<file path="src/inc/bus_port_map.vh">
// constants for the quad channel host bus port
`ifndef BUS_PORT_MAP_VH
`define BUS_PORT_MAP_VH
`define CHAN_COUNT          4
`define CHAN_A              2'h0
`define CHAN_B              2'h1
`define CHAN_C              2'h2
`define CHAN_D              2'h3
`define IRQ_ENABLE_BIT      3
`define IRQ_ENABLE_RESET    1'h0
`define IRQ_REQ_RESET       1'h0
`define READY_N_RESET       1'h1
`define MODE_STROBE         1'h1
`define MODE_SINGLE_LINE    1'h0
`define SYNC_RESET_VALUE    2'h0
`endif

</file>
<file path="src/logic/sync_two_ff.v">
// two flip-flop synchroniser for a vector of pin inputs
`timescale 1ns/1ps
module sync_two_ff #(
    parameter WIDTH = 1,
    parameter [0:0] RESET_VAL = 1'h0
) (
    // clock and reset
    input  wire             clk,
    input  wire             rst_n,
    // data
    input  wire [WIDTH-1:0] d,
    output wire [WIDTH-1:0] q
);

    reg [WIDTH-1:0] meta_r;
    reg [WIDTH-1:0] sync_r;

    // first stage read only by second stage
    always @(posedge clk or negedge rst_n) begin
        if (!rst_n) begin
            meta_r <= {WIDTH{RESET_VAL}};
            sync_r <= {WIDTH{RESET_VAL}};
        end else begin
            meta_r <= d;
            sync_r <= meta_r;
        end
    end

    assign q = sync_r;

endmodule

</file>
<file path="src/logic/bus_port_pins.v">
// select decode, interrupt pin routing and ready merging for four channels
`timescale 1ns/1ps
`include "bus_port_map.vh"

////////////////////////////////////////////////////////////////////////////////
// Function
// - bus_mode_pin high picks strobe bus, low picks single read/write-line bus.
// - strobe mode: select A enables channel A; single-line: the device select.
// - strobe mode: selects B, C, D enable channels B, C, D.
// - single-line mode: select B pin is address bit 3.
// - single-line mode: select C pin is address bit 4.
// - strobe mode: interrupt A driven only while its modem control bit 3 is one.
// - strobe mode: bit 3 zero floats interrupt A; zero is the default.
// - single-line mode: interrupt A is active-low open-drain device interrupt.
// - strobe mode: interrupts B, C, D driven when their bit 3 is one, else float.
// - single-line mode: interrupts B, C, D held low.
// - combined transmit ready low output is AND of four channel ready lows.
module bus_port_pins (
    // clock and reset
    input  wire       clk,
    input  wire       resetn,
    // host bus pins
    input  wire       bus_mode_pin,
    input  wire       chan_a_select_n,
    input  wire       chan_b_select_n,
    input  wire       chan_c_select_n,
    input  wire       chan_d_select_n,
    // per-channel status from the channels
    input  wire [3:0] chan_irq,
    input  wire [3:0] chan_tx_ready_n,
    input  wire [3:0] chan_rx_ready_n,
    input  wire [3:0] irq_out_enable,
    // decoded channel enables to the channels, active high
    output reg  [3:0] chan_access,
    output reg        strobe_mode,
    // interrupt pins, each output and active-low output enable
    output reg        chan_a_interrupt,
    output reg        chan_a_interrupt_oe_n,
    output reg        chan_b_interrupt,
    output reg        chan_b_interrupt_oe_n,
    output reg        chan_c_interrupt,
    output reg        chan_c_interrupt_oe_n,
    output reg        chan_d_interrupt,
    output reg        chan_d_interrupt_oe_n,
    // merged ready pins
    output reg        combined_tx_ready_n,
    output reg        combined_rx_ready_n
);

    ////////////////////////////////////////////////////////////////////////////
    // reset release and pin synchronisers

    // reset release pair
    reg        rst_meta_r;
    reg        rst_n_r;
    // synchronised pins and channel status
    wire [4:0] pins_s;
    wire [3:0] irq_s;
    wire [3:0] txr_s;
    wire [3:0] rxr_s;
    wire [3:0] en_s;

    // latency: two synchroniser stages plus the output register
    // pin change shows on the outputs at the third clock edge
    // enables and requests pass the same stages, so they stay aligned
    // a live mode change settles within the same three edges

    // reset released through two flops
    always @(posedge clk or negedge resetn) begin
        if (!resetn) begin
            rst_meta_r <= 1'h0;
            rst_n_r    <= 1'h0;
        end else begin
            rst_meta_r <= 1'h1;
            rst_n_r    <= rst_meta_r;
        end
    end

    // selects idle high
    sync_two_ff #(.WIDTH(5), .RESET_VAL(1'h1)) u_sync_pins (
        .clk   (clk),
        .rst_n (rst_n_r),
        .d     ({bus_mode_pin, chan_d_select_n, chan_c_select_n,
                 chan_b_select_n, chan_a_select_n}),
        .q     (pins_s)
    );

    // ready lows idle high
    sync_two_ff #(.WIDTH(8), .RESET_VAL(`READY_N_RESET)) u_sync_ready (
        .clk   (clk),
        .rst_n (rst_n_r),
        .d     ({chan_tx_ready_n, chan_rx_ready_n}),
        .q     ({txr_s, rxr_s})
    );

    // requests idle low, so no false device interrupt after reset
    sync_two_ff #(.WIDTH(4), .RESET_VAL(`IRQ_REQ_RESET)) u_sync_irq (
        .clk   (clk),
        .rst_n (rst_n_r),
        .d     (chan_irq),
        .q     (irq_s)
    );

    // modem control bit 3 copies, default zero
    sync_two_ff #(.WIDTH(4), .RESET_VAL(`IRQ_ENABLE_RESET)) u_sync_en (
        .clk   (clk),
        .rst_n (rst_n_r),
        .d     (irq_out_enable),
        .q     (en_s)
    );

    ////////////////////////////////////////////////////////////////////////////
    // select decode

    // one-hot channel from address bits 4:3
    function [3:0] chan_onehot;
        input [1:0] sel;
        begin
            chan_onehot = 4'h1 << sel;
        end
    endfunction

    // mode pin and single-line address bits after synchronising
    wire       mode_strobe = (pins_s[4] == `MODE_STROBE);
    wire       dev_select  = ~pins_s[0];
    wire [1:0] chan_addr   = {pins_s[2], pins_s[1]};
    reg  [3:0] access_nxt;

    // chip select meaning follows mode; select D unused in single-line mode
    always @* begin
        if (mode_strobe) begin
            access_nxt = ~pins_s[3:0];
        end else if (dev_select) begin
            access_nxt = chan_onehot(chan_addr);
        end else begin
            access_nxt = 4'h0;
        end
    end

    ////////////////////////////////////////////////////////////////////////////
    // interrupt routing and ready merge

    // pin enable from a channel's modem control bit 3, active low
    function irq_drive_n;
        input enable;
        begin
            irq_drive_n = ~enable;
        end
    endfunction

    // channel enables and mode flag
    always @(posedge clk or negedge rst_n_r) begin
        if (!rst_n_r) begin
            chan_access <= 4'h0;
            strobe_mode <= `MODE_STROBE;
        end else begin
            chan_access <= access_nxt;
            strobe_mode <= mode_strobe;
        end
    end

    // channel A pin: gated channel interrupt or open-drain device interrupt
    always @(posedge clk or negedge rst_n_r) begin
        if (!rst_n_r) begin
            chan_a_interrupt      <= 1'h0;
            chan_a_interrupt_oe_n <= 1'h1;
        end else if (mode_strobe) begin
            chan_a_interrupt      <= irq_s[0];
            chan_a_interrupt_oe_n <= irq_drive_n(en_s[0]);
        end else begin
            // open drain: pull low only while some channel asks
            chan_a_interrupt      <= 1'h0;
            chan_a_interrupt_oe_n <= ~(|irq_s);
        end
    end

    // channels B to D: gated interrupts, or held low in single-line mode
    // in strobe mode, floating pins stay floating until software sets the enable bit
    always @(posedge clk or negedge rst_n_r) begin
        if (!rst_n_r) begin
            chan_b_interrupt      <= 1'h0;
            chan_b_interrupt_oe_n <= 1'h1;
            chan_c_interrupt      <= 1'h0;
            chan_c_interrupt_oe_n <= 1'h1;
            chan_d_interrupt      <= 1'h0;
            chan_d_interrupt_oe_n <= 1'h1;
        end else if (mode_strobe) begin
            chan_b_interrupt      <= irq_s[1];
            chan_b_interrupt_oe_n <= irq_drive_n(en_s[1]);
            chan_c_interrupt      <= irq_s[2];
            chan_c_interrupt_oe_n <= irq_drive_n(en_s[2]);
            chan_d_interrupt      <= irq_s[3];
            chan_d_interrupt_oe_n <= irq_drive_n(en_s[3]);
        end else begin
            // unused pins driven to a steady low
            chan_b_interrupt      <= 1'h0;
            chan_b_interrupt_oe_n <= 1'h0;
            chan_c_interrupt      <= 1'h0;
            chan_c_interrupt_oe_n <= 1'h0;
            chan_d_interrupt      <= 1'h0;
            chan_d_interrupt_oe_n <= 1'h0;
        end
    end

    // merged transmit ready: low while any channel is ready
    always @(posedge clk or negedge rst_n_r) begin
        if (!rst_n_r) begin
            combined_tx_ready_n <= `READY_N_RESET;
        end else begin
            combined_tx_ready_n <= &txr_s;
        end
    end

    // merged receive ready: low while any channel is ready
    always @(posedge clk or negedge rst_n_r) begin
        if (!rst_n_r) begin
            combined_rx_ready_n <= `READY_N_RESET;
        end else begin
            combined_rx_ready_n <= &rxr_s;
        end
    end

endmodule

</file>
<file path="config.mk">
export PLATFORM = sky130hd
export DESIGN_NAME = bus_port_pins
export DESIGN_NICKNAME = d
export VERILOG_FILES = /design/src/logic/sync_two_ff.v /design/src/logic/bus_port_pins.v
export VERILOG_INCLUDE_DIRS = /design/src /design/src/inc
export SDC_FILE = /design/constraint.sdc
export NUM_CORES = 1
export LEC_CHECK = 0
export BUFFER_PORTS_ARGS = -buffer_cell sky130_fd_sc_hd__buf_2
export CORE_MARGIN = 3
export CORE_UTILIZATION = 58
export CTS_BUF_LIST = sky130_fd_sc_hd__clkbuf_4 sky130_fd_sc_hd__clkbuf_8
export DETAILED_ROUTE_END_ITERATION = 10
export HOLD_SLACK_MARGIN = 0.1
export PLACE_DENSITY_LB_ADDON = 0.3
export SLEW_MARGIN = 20
export SYNTH_ARGS = -nofsm -noshare
export SYNTH_HDL_FRONTEND = slang
export SYNTH_SLANG_ARGS = --single-unit
</file>
<file path="constraint.sdc">
create_clock -name clk -period 2.72 [get_ports clk]
set_input_delay 0.544 -clock clk [delete_from_list [all_inputs] [get_ports clk]]
set_output_delay 0.544 -clock clk [all_outputs]
set_load 0.05 [all_outputs]
</file>
# Yosys cells after proc, flatten, opt, wreduce, memory -nomap -nowiden
# Index checks and enable logic that the tools add are counted.
# totals
reg_bits	59
elab_cells	42
input_bits	23
# classes
bitwise	6
shifts	1
n_mux	10
reduce_logical	3
# ops
op	n
$mux 1	8
$mux 4	2
$reduce_and 4->1	2
$not 1->1	5
$not 4->4	1
$reduce_or 4->1	1
$shl 1x2->4 const A	1

# Depth between registers and ports, before layout
# Gate-level depths: netlist of run 1.
# logic_depth
depth_word	3
depth_mapped	2
mapped_depth_nobuf	2

# By module
# A second synthesis of run 1 with hierarchy kept.
# unflattened
hier_cells	80
area_unflattened_um2	1665.3
# modules_own_cells
module	seq_area_each_um2	area_each_um2	cells_each	instances
bus_port_pins	434.2	581.8	38	1
sync_two_ff (u_sync_ready)	420.4	420.4	16	1
sync_two_ff (u_sync_en ...)	200.2	200.2	8	2
sync_two_ff (u_sync_pins)	262.8	262.8	10	1

# Worst setup path before layout of run 1
# Ideal clock, no wire load.
# synth_timing
path_type	reg-to-output
startpoint	reg chan_a_interrupt_oe_n
endpoint	out chan_a_interrupt_oe_n
arrival_time_ns	0.656
stages_incl_launch_ff	1
setup_slack_ns	1.520
cell_sequence	dfstp_2
# synth_rtl
element	line_no	rtl
start, declared	bus_port_pins.v:38	output reg chan_a_interrupt_oe_n,
start signal, assigned	bus_port_pins.v:169	chan_a_interrupt_oe_n <= irq_drive_n(en_s[0]);
start signal, assigned	bus_port_pins.v:173	chan_a_interrupt_oe_n <= ~(|irq_s);
# No word-level cell between the ends.

# Worst setup path after layout of run 1
# layout_timing
startpoint	reg chan_d_interrupt_oe_n
endpoint	out chan_d_interrupt_oe_n
# layout_rtl
element	line_no	rtl
start, declared	bus_port_pins.v:44	output reg chan_d_interrupt_oe_n,
start signal, assigned	bus_port_pins.v:193	chan_d_interrupt_oe_n <= irq_drive_n(en_s[3]);
# No word-level cell between the ends.

==> results of run 1 <==
-- synth_stat cells (all sizes together) --
master / count / area (um2)
and2: 4 / 30.0
or4b: 2 / 20.0
dfrtp: 26 / 651
a21oi: 1 / 5.00
nand4bb: 1 / 11.3
or4: 1 / 11.3
and4: 2 / 17.5
o21ai: 3 / 15.0
inv: 1 / 3.75
o22ai: 1 / 12.5
or2: 1 / 6.26
conb: 1 / 3.75
dfstp: 33 / 867
nor2: 3 / 11.3
-- per-stage QoR --
stage	cells	cell area, um2	setup slack [ps]
3_3_place_gp	148	1900	1440
2_1_floorplan	80	1670	1010
3_5_place_dp	148	1900	1430
4_1_cts	165	2060	1010
6_report	165	2060	1040
5_1_grt	165	2060	974
-- cells by family (layout without fill, tap and decap cells) --
| group | count (synthesis) | after routing | share of synthesized area, % |
|---|---|---|---|
| AOI/OAI and AO/OA | 5 | 5 | 1.95 |
| buffers and inverters | 1 | 56 | 0.225 |
| DFF | 59 | 59 | 91.1 |
| other | 1 | 1 | 0.225 |
| and+or+nand+nor | 14 | 14 | 6.46 |
-- metal layers --
layer	wire length (um)	global-route usage, %	up-vias
li1	-	-	363
met1	825	16.6	384
met2	1170	25.3	29
met3	170	9.80	8
met4	51	7.59	0
met5	0	0	-
-- state kept, by name, summed over array words and instances, names as in the netlist --
signal / flops
chan_a_interrupt_oe_n: 1
strobe_mode: 1
chan_b_interrupt: 1
u_sync_en.q: 4
chan_d_interrupt: 1
chan_access: 4
combined_tx_ready_n: 1
combined_rx_ready_n: 1
u_sync_irq.q: 4
chan_c_interrupt_oe_n: 1
u_sync_irq.meta_r: 4
u_sync_ready.q: 8
u_sync_pins.q: 5
chan_d_interrupt_oe_n: 1
u_sync_pins.meta_r: 5
chan_b_interrupt_oe_n: 1
u_sync_en.meta_r: 4
rst_meta_r: 1
chan_c_interrupt: 1
chan_a_interrupt: 1
rst_n_r: 1
u_sync_ready.meta_r: 8
-- power breakdown --
group / switching, mW / internal [mW] / total, mW / leakage, nW
Combinational: 0.0601 / 0.0280 / 0.0881 / 0.223
Sequential: 0.0279 / 0.940 / 0.968 / 0.657
Clock: 0.280 / 0.377 / 0.657 / 0.0899
-- path summary, 6_finish.rpt --
path                                             startpoint                         endpoint  slack, ps  depth (start not counted)
max                         chan_d_interrupt_oe_n$_DFF_PN1_            chan_d_interrupt_oe_n       1040                          1
min                                            bus_mode_pin  u_sync_pins.meta_r[4]$_DFF_PN1_        260                          1
max reg2reg                      u_sync_pins.q[2]$_DFF_PN1_         chan_access[2]$_DFF_PN0_       1490                          2
min reg2reg                u_sync_ready.meta_r[3]$_DFF_PN1_      u_sync_ready.q[3]$_DFF_PN1_        350                          0
max in group asynchronous                 rst_n_r$_DFF_PN0_      u_sync_ready.q[1]$_DFF_PN1_       1510                          1
min in group asynchronous                 rst_n_r$_DFF_PN0_   u_sync_irq.meta_r[2]$_DFF_PN0_        420                          0
-- area by class of cell --
cell class                      instances  area share, %
Multi-Input combinational cell         20           6.98
Tap cell                               30           1.82
Sequential cell                        59           73.7
Timing Repair Buffer                   39           9.83
Clock inverter                          6           3.88
Inverter                                1          0.182
Clock buffer                           10           3.64
==> impl_results.md, run 1 <==
* Slew Limit Headroom at 37.1%
* Status: complete, no violations
* CORE AREA at 0.00261 mm2
* Antenna violations before repair at 0
* Hold/Removal Path Class: input pin to register
* Worst Path Buf+Inv at 1
* Max incr delay on CP at 520 ps
* Antenna diodes at 0
* Seq/Total Area, Yosys at 91.1%
* Setup_tns at 0 ps
* Post-Syn Instances at 80
* Number of synthesized register bits at 59
* Setup bufs post-CTS at 0
* Die area at 0.00355 mm2
* Row count at 18
* Largest net degree at the start of global routing at 49
* Layout cells sized above 1 at 70.4%
* Final Core Density at 78.9%
* Power Total at 1.71 mW
* P&R area growth vs syn at 23.8%
* Crit Path Max Fanout at 1
* Mapped cell area at 0.00167 mm2
* Clock Skew at 9.27 ps
* Final HPWL DP at 1540 um
* Worst-path clk slew at 90 ps
* CTS tree: yes
* Die width at 59.6 um
* Final Max Slew Viols at 0
* Most frequent cells in the layout: buf_2 (37), dfstp_2 (33), dfrtp_1 (25), clkbuf_4 (10)
* Worst Setup End Kind: output pin
* Pleak at 0.970 nW
* Later-pin clock latency in the skew report at 370 ps
* Port bufs at 37
* Vias in the first global route at 852
* Routability cong. at 0.652
* Residual DRC at 0
* Most common cell after layout, fill and taps aside: buf_2
* Routed vias at 784
* Seq. cell area at 0.00152 mm2
* Max Cap Viol at 0
* Post-Syn Area per Cell at 20.8 um2
* Hold-fix buffers, CTS at 1
* F_max at 594 MHz
* Power per cell area at 831 mW/mm2
* Warnings, synthesis at 0
* Fillcell total at 151
* Actual slew at the worst max-slew pin at 944 ps
* Die height at 59.6 um
* CP max stage cell: dfstp_2
* DR iter-0 viols at 10
* CP arrival at 1140 ps
* CP Class: register to output pin
* Startpoint Class: register
* Min Hold Slack at 260 ps
* Net count after synthesis at 103
* # setup viols final at 0
* Synth cell types at 15
* Initial Util at 63.7%
* Footprint of the multi-input gates at 144 um2
* Crit-path cells: buf_2
* Final Cycle Share at 61.9%
* CTS Root Cell: clkbuf_4
* DR pass1 iterations at 3
* Final Hold Fails at 0
* RSZ-0062 raised after global routing: no
* IO Count at 38
* Sink Count at 59
* Routed len/inst at 13.5 um
* Post-DRT Antenna Nets at 0
* Tot GR Track Use at 15.9%
* Global-route wire length before repair at 3700 um
* Tmin final at 1680 ps
* Gr ovfl total at 0
* Clock buffer count from CTS at 9
* Post-cts sizing count at 0
* DRT Wirelength at 2220 um
* Crit path required time at 2180 ps
* Clk buf depth at 2
* Peak supply drop at 0.792 mV
* CP top delay family: flip-flops
* Final #Nets at 153
* Vias per Instance at 4.75
* CTS H-tree depth at 3
Note: power is estimated with default switching activity, not from simulation.
==> run 2, diff against run 1 <==
--- a/config.mk
+++ b/config.mk
@@ -8,7 +8,7 @@
 export LEC_CHECK = 0
 export BUFFER_PORTS_ARGS = -buffer_cell sky130_fd_sc_hd__buf_2
 export CORE_MARGIN = 3
-export CORE_UTILIZATION = 58
+export CORE_UTILIZATION = 49
 export CTS_BUF_LIST = sky130_fd_sc_hd__clkbuf_4 sky130_fd_sc_hd__clkbuf_8
 export DETAILED_ROUTE_END_ITERATION = 10
 export HOLD_SLACK_MARGIN = 0.1
==> constraint.sdc (replaced) <==
create_clock -name clk -period 1.45 [get_ports clk]
set_input_delay 0.29 -clock clk [delete_from_list [all_inputs] [get_ports clk]]
set_output_delay 0.29 -clock clk [all_outputs]
set_load 0.05 [all_outputs]
==> impl_results.md, run 2 (same netlist as run 1, synthesis figures left out) <==
* Status: complete, no violations
* R2R Path Start: u_sync_pins.q[1]$_DFF_PN1_
* Gr ovfl total at 0
* Residual DRC at 0
* Global-route wire length before repair at 3750 um
* RSZ-0062 raised after global routing: no
* Initial Util at 52.8%
* Clk buf depth at 2
* Most common cell after layout, fill and taps aside: dfstp_2
* Clock Skew at 6.66 ps
* Largest net degree at the start of global routing at 58
* Antenna violations before repair at 0
* Fillcell total at 211
* Max Cap Viol at 0
* Layout cells sized above 1 at 60.9%
* Startpoint Class: register
* Final instance area at 0.00230 mm2
* Clock buffer count from CTS at 9
* Die area at 0.00413 mm2
* P&R area growth vs syn at 38.2%
* CP startpoint: chan_d_interrupt_oe_n$_DFF_PN1_
* IO Count at 38
* CTS H-tree depth at 3
* Routed len/inst at 11.1 um
* Crit path required time at 1160 ps
* Worst Setup End Kind: output pin
* CP arrival at 1080 ps
* CP Class: register to output pin
* Antenna diodes at 0
* # setup viols final at 0
* DRT Wirelength at 2220 um
* DR iter-0 viols at 12
* Most frequent cells in the layout: dfstp_2 (33), buf_2 (30), dfrtp_1 (25), dlygate4sd3_1 (22), clkbuf_4 (9)
* Worst-path clk slew at 80 ps
* DR pass1 iterations at 3
* Final Hold Fails at 0
* Setup bufs post-CTS at 0
* Crit-path cells: buf_4
* Final #Nets at 174
* F_max at 728 MHz
* Final Cycle Share at 94.7%
* CTS tree: yes
* Row count at 20
* Routed vias at 859
* CTS Root Cell: clkbuf_4
* Power Total at 3.11 mW
* Routability cong. at 0.674
* Pleak at 1.06 nW
* Crit Path Max Fanout at 1
* Vias per Instance at 4.30
* Die width at 64.3 um
* Hold/Removal Path Class: input pin to asynchronous set/reset pin
* Placed inst area at 0.00193 mm2
* Max incr delay on CP at 530 ps
* Setup_tns at 0 ps
* Final Max Slew Viols at 0
* Vias in the first global route at 894
* CP max stage cell: dfstp_2
* Worst Path Buf+Inv at 1
* Min Hold Slack at 224 ps
* Tot GR Track Use at 13.2%
* Peak supply drop at 0.746 mV
* Later-pin clock latency in the skew report at 370 ps
* Tmin final at 1370 ps
* Port bufs at 37
* Sink Count at 59
* Die height at 64.3 um
* CORE AREA at 0.00315 mm2
* Post-DRT Antenna Nets at 0
* CP top delay family: flip-flops
* Power per cell area at 1350 mW/mm2
==> run 2: cell count changes in the layout (fill, tap and decap cells not counted), sizes merged <==
cell,previous run,this run
dlygate4sd3,1,22
bufinv,2,1
clkinv,4,5
==> run 2: routing by layer <==
layer	share of wire (%)	track usage (%)	vias to the layer above
met5	0	0	-
met4	2.9	9.50	0
met3	6.4	5.80	6
met2	53	22.0	28
met1	37	12.7	421
li1	-	-	404
==> run 2: stage by stage <==
| step | instances | setup WS (ps) | utilization (%) |
|---|---|---|---|
| 2_1_floorplan | 80 | 367 | - |
| 3_3_place_gp | 162 | 353 | 61.1 |
| 3_5_place_dp | 162 | 299 | 61.1 |
| 4_1_cts | 200 | 3.15 | 72.9 |
| 5_1_grt | 200 | 6.80 | 73.0 |
| 6_report | 200 | 76.9 | 73.0 |
==> run 2: area by class of cell <==
| cell class | count | area (um2) | share of cell area, % |
|---|---|---|---|
| multi-input combinational | 20 | 144 | 6.25 |
| tap | 44 | 55.1 | 2.39 |
| sequential | 59 | 1520 | 66.0 |
| timing repair buffer | 60 | 443 | 19.2 |
| clock buffer | 10 | 81.3 | 3.53 |
| inverter | 1 | 3.75 | 0.163 |
| clock inverter | 6 | 55.1 | 2.39 |
==> run 2: report_power, final <==
group	leakage [nW]	total, mW	switching (mW)	internal, mW
combinational	0.317	0.239	0.141	0.0985
sequential	0.657	1.79	0.0277	1.76
clock	0.0823	1.08	0.521	0.558
total	1.06	3.11	0.690	2.42
==> run 2: final timing paths <==
| path | to | slack, ps | cells past startpoint |
|---|---|---|---|
| min in group clk | u_sync_en.q[3]$_DFF_PN0_ | 350 | 0 |
| setup / recovery | chan_d_interrupt_oe_n | 80 | 1 |
| max in group asynchronous | chan_b_interrupt_oe_n$_DFF_PN1_ | 920 | 1 |
| hold reg to reg | u_sync_irq.meta_r[2]$_DFF_PN0_ | 250 | 1 |
| hold / removal | rst_meta_r$_DFF_PN0_ | 220 | 2 |
| setup reg to reg | chan_access[1]$_DFF_PN0_ | 290 | 2 |
==> run 2: timing repair <==
action	in CTS	in global routing
cloned	0	0
hold buffers	22	0
gates resized for setup	6	2
endpoints found under the setup margin	6	1
hold endpoints to repair	23	0
